File: src/rtl/ssr_pkg.sv
// Shared constants and types of the stop-mode and reset-status unit
package ssr_pkg;
    // Printed register offsets are word indexes; byte address is four times the index
    localparam logic [15:0] BREAK_STATUS_IDX = 16'hFE00;
    localparam logic [15:0] RESET_SOURCE_IDX = 16'hFE01;
    localparam logic [15:0] BREAK_FLAG_CONTROL_IDX = 16'hFE03;
    localparam int ADDR_W = 18;
    localparam logic [17:0] BREAK_STATUS_ADDR = {BREAK_STATUS_IDX, 2'h0};
    localparam logic [17:0] RESET_SOURCE_ADDR = {RESET_SOURCE_IDX, 2'h0};
    localparam logic [17:0] BREAK_FLAG_CONTROL_ADDR = {BREAK_FLAG_CONTROL_IDX, 2'h0};
    // Field positions
    localparam int BREAK_EXIT_FLAG_BIT = 1;
    localparam int BREAK_CLEAR_ENABLE_BIT = 7;
    localparam int POWER_ON_BIT = 7;
    localparam int PIN_BIT = 6;
    localparam int WATCHDOG_BIT = 5;
    localparam int BAD_OPCODE_BIT = 4;
    localparam int BAD_ADDRESS_BIT = 3;
    localparam int USB_BIT = 2;
    // Reset values
    localparam logic [7:0] RESET_SOURCE_POR_VALUE = 8'h80;
    localparam logic [7:0] BREAK_STATUS_RESET = 8'h00;
    localparam logic [7:0] BREAK_FLAG_CONTROL_RESET = 8'h00;
    // Stop recovery lengths in crystal clock cycles
    localparam int RECOVERY_LONG_CYCLES = 4096;
    localparam int RECOVERY_SHORT_CYCLES = 32;
    localparam int COUNT_W = 13;
    // AHB encodings
    localparam logic [1:0] HTRANS_NONSEQ = 2'h2;
    localparam logic [2:0] HSIZE_WORD = 3'h2;
    typedef enum logic [3:0] {
        ST_RUN = 4'h1,
        ST_WAIT = 4'h2,
        ST_STOP = 4'h4,
        ST_RECOVER = 4'h8
    } ssr_mode_t;
endpackage

File: src/rtl/ssr_stop_reset.sv
// Stop-mode sequencer, break exit flag and reset source register on AHB-Lite
`timescale 1ns/1ps
`default_nettype none
// Notes on behaviour
// - Stop entry clears counter, stops system clocks
// - Interrupt, reset or break leaves stop
// - Stacking waits until recovery delay elapses
// - Stop gates oscillator and crystal clocks
// - Recovery 4096 cycles, or 32 if short
// - Break leaving stop sets break exit flag
// - Break leaving wait sets break exit flag
// - Counter held in stop, then times recovery
// - Writing 0 or any reset clears flag
// - Six source flags bits 7..2, low bits zero
// - Reading reset source clears all its flags
// - Power-on sets bit 7, clears others
// - External pin reset sets pin flag
// - Watchdog expiry sets watchdog flag
// - Illegal opcode sets bad opcode flag
// - Bad address flag only on opcode fetch
// - USB reset request sets serial-bus flag
// - Break clear enable drives statusClearEnable in break; own flags clear ungated
// - Registers at FE00, FE01 and FE03
module ssr_stop_reset #(
    parameter int RECOVERY_LONG = ssr_pkg::RECOVERY_LONG_CYCLES,
    parameter int RECOVERY_SHORT = ssr_pkg::RECOVERY_SHORT_CYCLES
) (
    // Clock and power-on reset
    input wire logic clk,
    input wire logic rstn,
    // AHB-Lite slave
    input wire logic hsel,
    input wire logic [31:0] haddr,
    input wire logic [1:0] htrans,
    input wire logic hwrite,
    input wire logic [2:0] hsize,
    input wire logic [31:0] hwdata,
    input wire logic hready,
    output logic hreadyout,
    output logic hresp,
    output logic [31:0] hrdata,
    // Processor and module events
    input wire logic stopExec,
    input wire logic waitExec,
    input wire logic moduleIrq,
    input wire logic breakIrq,
    input wire logic breakActive,
    input wire logic shortRecoverySelect,
    // Reset sources
    input wire logic resetPin,
    input wire logic watchdogExpired,
    input wire logic badOpcode,
    input wire logic badAddress,
    input wire logic opcodeFetch,
    input wire logic usbResetReq,
    // Clock gates and status
    output logic oscillatorOutputClockEn,
    output logic crystalClockEn,
    output logic stackStart,
    output logic statusClearEnable
);
    typedef struct packed {
        ssr_pkg::ssr_mode_t mode;
        logic [ssr_pkg::COUNT_W-1:0] cnt;
        logic shortSel;
        logic [7:0] rstSrc;
        logic exitFlag;
        logic break_clear_enable;
        logic wrPend;
        logic [ssr_pkg::ADDR_W-1:0] wrAddr;
        logic [31:0] rdata;
        logic ready;
        logic clkEn;
        logic stackGo;
        logic clearOk;
        logic pinSync1;
        logic pinSync2;
        logic pinPrev;
    } ssr_state_t;

    localparam ssr_state_t RESET_STATE = '{
        mode: ssr_pkg::ST_RUN,
        cnt: '0,
        shortSel: 1'b0,
        rstSrc: ssr_pkg::RESET_SOURCE_POR_VALUE,
        exitFlag: 1'b0,
        break_clear_enable: 1'b0,
        wrPend: 1'b0,
        wrAddr: '0,
        rdata: 32'h0000_0000,
        ready: 1'b0,
        clkEn: 1'b1,
        stackGo: 1'b0,
        clearOk: 1'b1,
        pinSync1: 1'b0,
        pinSync2: 1'b0,
        pinPrev: 1'b0
    };
    localparam logic [ssr_pkg::COUNT_W-1:0] LAST_LONG = ssr_pkg::COUNT_W'(RECOVERY_LONG - 1);
    localparam logic [ssr_pkg::COUNT_W-1:0] LAST_SHORT = ssr_pkg::COUNT_W'(RECOVERY_SHORT - 1);

    ssr_state_t s;
    ssr_state_t next_s;
    logic addrPhase;
    logic pinEvent;
    logic [7:0] srcEvents;
    logic anyReset;
    logic [ssr_pkg::COUNT_W-1:0] lastCount;
    logic [ssr_pkg::ADDR_W-1:0] addrLow;
    logic [7:0] breakStatusView;
    logic [7:0] controlView;

    assign addrPhase = hsel && hready && htrans == ssr_pkg::HTRANS_NONSEQ;
    assign addrLow = haddr[ssr_pkg::ADDR_W-1:0];
    assign pinEvent = s.pinSync2 && !s.pinPrev;
    assign lastCount = s.shortSel ? LAST_SHORT : LAST_LONG;
    assign breakStatusView = 8'(s.exitFlag) << ssr_pkg::BREAK_EXIT_FLAG_BIT;
    assign controlView = 8'(s.break_clear_enable) << ssr_pkg::BREAK_CLEAR_ENABLE_BIT;

    always_comb begin
        srcEvents = 8'h00;
        srcEvents[ssr_pkg::PIN_BIT] = pinEvent;
        srcEvents[ssr_pkg::WATCHDOG_BIT] = watchdogExpired;
        srcEvents[ssr_pkg::BAD_OPCODE_BIT] = badOpcode;
        srcEvents[ssr_pkg::BAD_ADDRESS_BIT] = badAddress && opcodeFetch;
        srcEvents[ssr_pkg::USB_BIT] = usbResetReq;
        anyReset = |srcEvents;
    end

    always_comb begin
        next_s = s;
        next_s.pinSync1 = resetPin;
        next_s.pinSync2 = s.pinSync1;
        next_s.pinPrev = s.pinSync2;
        next_s.stackGo = 1'b0;
        next_s.ready = 1'b1;
        // Mode sequencing
        unique case (s.mode)
            ssr_pkg::ST_RUN: begin
                if (stopExec) begin
                    next_s.mode = ssr_pkg::ST_STOP;
                    next_s.cnt = '0;
                    next_s.shortSel = shortRecoverySelect;
                end else if (waitExec) begin
                    next_s.mode = ssr_pkg::ST_WAIT;
                end
            end
            ssr_pkg::ST_WAIT: begin
                if (moduleIrq || breakIrq) begin
                    next_s.mode = ssr_pkg::ST_RUN;
                    next_s.stackGo = 1'b1;
                end
            end
            ssr_pkg::ST_STOP: begin
                next_s.cnt = '0;
                if (moduleIrq || breakIrq) begin
                    next_s.mode = ssr_pkg::ST_RECOVER;
                end
            end
            ssr_pkg::ST_RECOVER: begin
                if (s.cnt == lastCount) begin
                    next_s.mode = ssr_pkg::ST_RUN;
                    next_s.stackGo = 1'b1;
                end else begin
                    next_s.cnt = s.cnt + 1'b1;
                end
            end
        endcase
        // Break leaving stop or wait
        if (breakIrq && (s.mode == ssr_pkg::ST_STOP || s.mode == ssr_pkg::ST_WAIT)) begin
            next_s.exitFlag = 1'b1;
        end
        // Bus write data phase; a hardware set beats a clear
        if (s.wrPend) begin
            unique case (s.wrAddr)
                ssr_pkg::BREAK_STATUS_ADDR: begin
                    if (!hwdata[ssr_pkg::BREAK_EXIT_FLAG_BIT] && !next_s.exitFlag) begin
                        next_s.exitFlag = 1'b0;
                    end else if (!hwdata[ssr_pkg::BREAK_EXIT_FLAG_BIT]) begin
                        next_s.exitFlag = (s.mode == ssr_pkg::ST_STOP
                            || s.mode == ssr_pkg::ST_WAIT) && breakIrq;
                    end
                end
                ssr_pkg::BREAK_FLAG_CONTROL_ADDR: begin
                    next_s.break_clear_enable = hwdata[ssr_pkg::BREAK_CLEAR_ENABLE_BIT];
                end
                default: begin
                end
            endcase
        end
        // Bus address phase
        next_s.wrPend = addrPhase && hwrite;
        next_s.wrAddr = addrLow;
        if (addrPhase && !hwrite) begin
            unique case (addrLow)
                ssr_pkg::BREAK_STATUS_ADDR: next_s.rdata = {24'h000000, breakStatusView};
                ssr_pkg::RESET_SOURCE_ADDR: begin
                    next_s.rdata = {24'h000000, s.rstSrc[7:2], 2'h0};
                    next_s.rstSrc = 8'h00;
                end
                ssr_pkg::BREAK_FLAG_CONTROL_ADDR: next_s.rdata = {24'h000000, controlView};
                default: next_s.rdata = 32'h0000_0000;
            endcase
        end
        // A reset source restarts the system and overrides the mode, counter, flags and stacking
        if (anyReset) begin
            next_s.rstSrc = srcEvents;
            next_s.mode = ssr_pkg::ST_RUN;
            next_s.cnt = '0;
            next_s.exitFlag = 1'b0;
            next_s.break_clear_enable = 1'b0;
            next_s.stackGo = 1'b0;
        end
        next_s.clkEn = next_s.mode == ssr_pkg::ST_RUN
            || next_s.mode == ssr_pkg::ST_WAIT;
        next_s.clearOk = next_s.break_clear_enable || !breakActive;
    end

    always_ff @(posedge clk or negedge rstn) begin
        if (!rstn) begin
            s <= RESET_STATE;
        end else begin
            s <= next_s;
        end
    end

    assign hreadyout = s.ready;
    assign hresp = 1'b0;
    assign hrdata = s.rdata;
    assign oscillatorOutputClockEn = s.clkEn;
    assign crystalClockEn = s.clkEn;
    assign stackStart = s.stackGo;
    assign statusClearEnable = s.clearOk;
endmodule
`default_nettype wire
File: config.mk
export PLATFORM = sky130hd
export DESIGN_NAME = ssr_stop_reset
export DESIGN_NICKNAME = d
export VERILOG_FILES = /design/src/rtl/ssr_pkg.sv /design/src/rtl/ssr_stop_reset.sv
export SDC_FILE = /design/constraint.sdc
export NUM_CORES = 1
export LEC_CHECK = 0
export BUFFER_PORTS_ARGS = -buffer_cell sky130_fd_sc_hd__buf_2
export CORE_MARGIN = 3
export CORE_UTILIZATION = 24
export CTS_CLUSTER_DIAMETER = 30
export DETAILED_ROUTE_END_ITERATION = 16
export HOLD_SLACK_MARGIN = 0.06
export PLACE_DENSITY = 0.46
export SLEW_MARGIN = 20
export SYNTH_ARGS = -nofsm -noshare
export SYNTH_HDL_FRONTEND = slang
export SYNTH_SLANG_ARGS = --single-unit
export TNS_END_PERCENT = 100
File: constraint.sdc
create_clock -name clk -period 1.6 [get_ports clk]
set_input_delay 0.08 -clock clk [delete_from_list [all_inputs] [get_ports clk]]
set_output_delay 0.08 -clock clk [all_outputs]
set_load 0.02 [all_outputs]
==> flow_summary.toml, run 1 <==
[status]
status = "finished with violations"
violations = "negative setup slack"

[timing]
skew_ns = 0.006025
hold_viol = 0
min_period_ns = 1.880
fmax_ghz = 0.5320
finalCritPeriodShare_pct = 117.5
finalSetupViolations = 17
fin_ws_ns = -0.2796
grt_setup_unrepaired = "yes"
drv_slew = 0

[worst_setup_path]
path_buf_inv = 1
slowest_stage = "a2111oi_4"
cp.depth = 6
critPathLaunchType = "flop"
crit_start = "s[80]$_DFFE_PN0P_"
arrival_ns = 2.12
reg2reg_to = "crystalClockEn$_DFF_PN1_"
rrSetupSlack_ns = -0.28
path_delay_family = "simple AND/OR/NAND/NOR gates"
endpoint = "crystalClockEn$_DFF_PN1_"
worst-path-max-fanout = 5
critPathCaptureType = "flop"
ff2ff_path_depth = 6
slowest_delay_ns = 0.43
reg2reg_from = "s[80]$_DFFE_PN0P_"
worstPathRequired_ns = 1.84
worstPathCellList = "nor4_2 -> nand2_2 -> a2111oi_4 -> buf_4 -> nor3_2 -> nor4b_4"
critical_path_class = "flop to flop"

[die]
coreArea_um2 = 11660
die_w_um = 116.4
start_util_pct = 25.06
io_pins = 124
dieArea_um2 = 13540
rows = 39
die_h_um = 116.4

[cells_and_area]
fin_area_um2 = 4387
nNetsFinal = 495
diodes = 0
final_core_util_pct = 37.61
largest_register_ffs = 44
area_delta_synth_final_pct = 50.09
finalNonFillerCells = 555
drive_above_1_share_pct = 40.53
top_register = "s"

[routing]
vias = 2523
drc = 0
wl_per_cell_um = 14.07
vias_per_cell = 4.546
drt_iter0_drc = 135
drtPass1Iterations = 4
drtAntennaViolNets = 0
wl_um = 7810

[place]
gp_congestion = 0.8325
dpl.hpwl_um = 5446
dp_cells = 505
dp_slack_ns = -0.2559
place_area_um2 = 3596
port_buffers = 50

[min_path]
min_from = "haddr[3]"
min_path_type = "input port to flop"

[synthesis]
synth_seq_area_share_pct = 50.68
synth.area.mux_share_pct = 1.455
async_flop_share_pct = 100.0
synth_top_family_by_area = "simple AND/OR/NAND/NOR gates"
synthAdderAreaFrac_pct = 0.4281
synthCells = 272
synth_compound_area_share_pct = 14.51
ys_ff_latch = 59
synth_ff_type = "dfrtp_1"
synth_area_um2 = 2923
synth_cell_types = 61
synth_warnings = 0
synth_simple_gate_area_share_pct = 20.51
avgSynthCellArea_um2 = 10.75
synth-xor-area-share_pct = 0.8990
synth-edff-count = 0

[global_route]
grt_use_total_pct = 11.73
grt_pass1_wl_um = 12320
grt_pass1_vias = 2566
antenna_found_initial = 0
grt.overflow.total = 0
grt_max_degree = 60

[job]
cap_violations = 0

[clock_tree]
clk_pin_slew_ns = 0.05
cts-buffers-inserted = 9
cts-root-buf = "clkbuf_16"
h-tree-depth = 3
cts_tree = "done"
cts_sinks = 59
clockBufferDepth = 2
clk_latency_ns = 0.32

[pwr]
powerDensity_nw_per_um2 = 907.3
ir_worst_vdd_mv = 0.3704
power_leakage_uw = 0.002082
synth_stat cells (all sizes together), types with 4 or more instances:
cell type  instances  area (µm²)
a21oi              8       40.04
a22o               6       52.55
a31oi              4       25.02
and3               4       26.28
buf               39       295.3
dfrtp             55        1376
dfstp              4       105.1
inv                7       26.28
nand2             19       73.82
nand2b             4       25.02
nand3             13       65.06
nand4              7       43.79
nand4b             4       50.05
nor2              20       80.07
nor3               7       40.04
nor4               4       40.04
nor4b              4       56.30
o21ai             10       53.80
o311ai             7       61.31
worst register-to-register path, stage by stage, from the launching register on:
cell	delay, ns
dfrtp_1	0.41
nor4_2	0.33
nand2_2	0.14
a2111oi_4	0.43
buf_4	0.22
nor3_2	0.06
nor4b_4	0.21
power by group:
| group | internal (µW) | switching, µW |
|---|---|---|
| Sequential | 1540 | 21.2 |
| Combinational | 165 | 194 |
| Clock | 1390 | 670 |
cell type report:
type                       count  area (µm²)
clock inverter                 5       77.57
tap                          143       178.9
sequential                    59        1481
timing repair buffer         141        1040
multi-input combinational    190        1344
fill                        1153        7276
inverter                       7       26.28
clock buffer                  10       239.0
worst min-delay path by stage:
stage,to,slack (ns),cells past startpoint
2_1_floorplan,breakStatusView[1]$_DFF_PN0_,-0.22,0
3_3_place_gp,s[54]$_DFF_PN0_,0.11,2
3_5_place_dp,s[56]$_DFF_PN0_,0.12,2
4_1_cts,hrdata[1]$_DFFE_PN0P_,0.07,4
5_1_grt,s[57]$_DFF_PN0_,0.15,4
6_report,hrdata[1]$_DFFE_PN0P_,0.1,4
placed cells by master (no fill, tap or decap), drive strengths merged, types with 8 or more instances in the layout:
cell and n:
nor2 20, dfrtp 55, clkbuf 10, a21oi 8, o21ai 10, dlygate4sd3 30, conb 27, nand3 13
buf 110, nand2 19
timing repair:
item                       in CTS  in global routing
setup endpoints to repair      20                 31
hold endpoints to repair       88                  0
setup buffers                   1                  3
pin swaps                       6                  6
gates resized for setup        23                 13
hold buffers                   31                  0
routing by layer:
metal	global-route usage [%]	vias to the layer above	wire length [µm]
met3	3.005	14	520
li1	-	1206	-
met2	18.84	79	3639
met4	4.254	0	129
met1	15.26	1224	3520
met5	0	-	0
through the flow:
stage | hold slack (ns) | TNS, ns | power (µW)
2_1_floorplan | -0.2156 | -0.2947 | 1761
3_3_place_gp | 0.1133 | -2.392 | 1861
3_5_place_dp | 0.1153 | -2.865 | 1862
4_1_cts | 0.07140 | -2.503 | 4023
5_1_grt | 0.1490 | -5.569 | 4140
6_report | 0.09776 | -3.252 | 3980
cell families after synthesis:
family | Yosys count
and+or+nand+nor | 99
DFF | 59
AOI/OAI and AO/OA | 56
buffers and inverters | 48
muxes | 4
xor gates and xnor gates | 3
other | 2
adders and majority gates | 1
(Power assumes the default switching activity.)
==> run 2: changes to the inputs <==
--- a/config.mk
+++ b/config.mk
@@ -5,13 +5,14 @@
 export SDC_FILE = /design/constraint.sdc
 export NUM_CORES = 1
 export LEC_CHECK = 0
-export BUFFER_PORTS_ARGS = -buffer_cell sky130_fd_sc_hd__buf_2
+export ABC_CLOCK_PERIOD_IN_PS = 1600
 export CORE_MARGIN = 3
 export CORE_UTILIZATION = 24
 export CTS_CLUSTER_DIAMETER = 30
 export DETAILED_ROUTE_END_ITERATION = 16
+export DONT_BUFFER_PORTS = 1
 export HOLD_SLACK_MARGIN = 0.06
-export PLACE_DENSITY = 0.46
+export PLACE_DENSITY = 0.36
 export SLEW_MARGIN = 20
 export SYNTH_ARGS = -nofsm -noshare
 export SYNTH_HDL_FRONTEND = slang
==> flow_summary.toml, run 2 (same netlist as run 1, synthesis figures left out) <==
[status]
status = "finished with violations"
violations = "negative setup slack"

[routing]
drt_iter0_drc = 168
wl_per_cell_um = 15.15
drtAntennaViolNets = 0
drtPass1Iterations = 4
vias = 2271
drc = 0
wl_um = 7588
vias_per_cell = 4.533

[job]
cap_violations = 0

[clock_tree]
clk_latency_ns = 0.32
cts-buffers-inserted = 9
clk_pin_slew_ns = 0.05
cts-root-buf = "clkbuf_16"
cts_sinks = 59
h-tree-depth = 3
clockBufferDepth = 2
cts_tree = "done"

[global_route]
grt_use_total_pct = 11.74
grt_max_degree = 60
grt_pass1_vias = 2436
antenna_found_initial = 0
grt_pass1_wl_um = 12300
grt.overflow.total = 0

[timing]
grt_setup_unrepaired = "yes"
fmax_ghz = 0.5565
fin_ws_ns = -0.1971
hold_viol = 0
finalSetupViolations = 17
skew_ns = 0.006659
min_period_ns = 1.797
finalCritPeriodShare_pct = 112.3
drv_slew = 0
setup_tns_ns = -1.733

[pwr]
power_leakage_uw = 0.001840
p_int_uw = 3055
powerDensity_nw_per_um2 = 952.9
pwr-share-clk_pct = 52.8
p_switching_uw = 850.6
p_sw_share_pct = 21.78
ir_worst_vdd_mv = 0.5826
p_seq_share_pct = 40.2
comb_power_share_pct = 7.0

[worst_setup_path]
worstPathRequired_ns = 1.84
critPathLaunchType = "flop"
critPathCaptureType = "flop"
worst-path-max-fanout = 7
critical_path_class = "flop to flop"
arrival_ns = 2.03

[cells_and_area]
finalNonFillerCells = 501
diodes = 0
mostFrequentLayoutCell = "dfrtp_1"
mostFrequentLayoutCells = "dfrtp_1 (54), buf_4 (47), dlygate4sd3_1 (34)"
fin_area_um2 = 4099
area_delta_synth_final_pct = 40.24
drive_above_1_share_pct = 30.17
largest_register_ffs = 44
top_register = "s"
nNetsFinal = 440

[die]
coreArea_um2 = 11660
die_h_um = 116.4
die_w_um = 116.4
start_util_pct = 25.06
rows = 39
dieArea_um2 = 13540
io_pins = 124

[min_path]
min_path_type = "input port to flop"

[place]
dp_cells = 447
place_area_um2 = 3273
dpl.hpwl_um = 5318
port_buffers = 0
gp_congestion = 0.7749
## run 2: cell count changes in the layout (fill, tap and decap cells not counted), sizes merged
| cell | delta |
|---|---|
| buf | -58 |
| clkbuf | +1 |
| dlygate4sd3 | +4 |
| dlymetal6s4s | -1 |
## run 2: power groups by stage
stage               clock [µW]  combinational [µW]  sequential, µW
finish                    2060                 272            1570
global route              2210                 300            1580
CTS                       2130                 270            1570
detailed placement           0                 151            1600
global placement             0                 151            1600
floorplan                    0                 176            1580
## run 2: critical path, stage by stage (launching register included)
cell and delay [ns]:
dfrtp_1 0.42, nor4b_2 0.29, nand2_2 0.13, a2111oi_4 0.32, buf_6 0.18, buf_6 0.12, nor3_4 0.04, nor4b_4 0.21
## run 2: worst paths after layout
check / depth (start not counted) / start / endpoint / slack, ns
min: 4 / haddr[11] / hrdata[1]$_DFFE_PN0P_ / 0.11
max reg2reg: 7 / s[74]$_DFFE_PN0P_ / crystalClockEn$_DFF_PN1_ / -0.20
max in group asynchronous: 2 / rstn / crystalClockEn$_DFF_PN1_ / 0.99
max: 7 / s[74]$_DFFE_PN0P_ / crystalClockEn$_DFF_PN1_ / -0.20
min reg2reg: 0 / next_s[1]$_DFF_PN0_ / next_s[0]$_DFF_PN0_ / 0.35
min in group asynchronous: 2 / rstn / s[45]$_DFF_PN0_ / 0.28
## run 2: final cells by class
| type | instances | area, µm² |
|---|---|---|
| inverter | 7 | 26.28 |
| timing repair buffer | 86 | 765.7 |
| clock inverter | 5 | 77.57 |
| clock buffer | 11 | 242.7 |
| multi-input combinational | 190 | 1325 |
| tap | 143 | 178.9 |
| sequential | 59 | 1483 |
| fill | 1167 | 7564 |
## run 2: stage by stage
| step | util [%] | power, µW | setup WS (ns) | hold slack (ns) |
|---|---|---|---|---|
| 4_1_cts | 34.73 | 3972 | -0.2175 | 0.07788 |
| 3_5_place_dp | 28.07 | 1746 | -0.2225 | -0.2142 |
| 5_1_grt | 35.15 | 4088 | -0.3014 | 0.1183 |
| 6_report | 35.15 | 3906 | -0.1971 | 0.1057 |
| 3_3_place_gp | 28.07 | 1746 | -0.2491 | -0.2142 |
| 2_1_floorplan | - | 1761 | -0.08737 | -0.2156 |
## run 2: per-layer routing
metal	share of wire [%]	track usage, %
met1	45	15.19
met5	0	0
met2	49	18.73
met4	1.2	3.712
met3	5.1	3.679
## run 2: timing repair
action                                  CTS  global route
pin swaps                                 3             6
gates cloned                              0             0
buffers inserted                          4             0
endpoints found under the hold margin    91             0
hold buffers                             35             0
endpoints found under the setup margin   20            22
gates resized for setup                  24            12
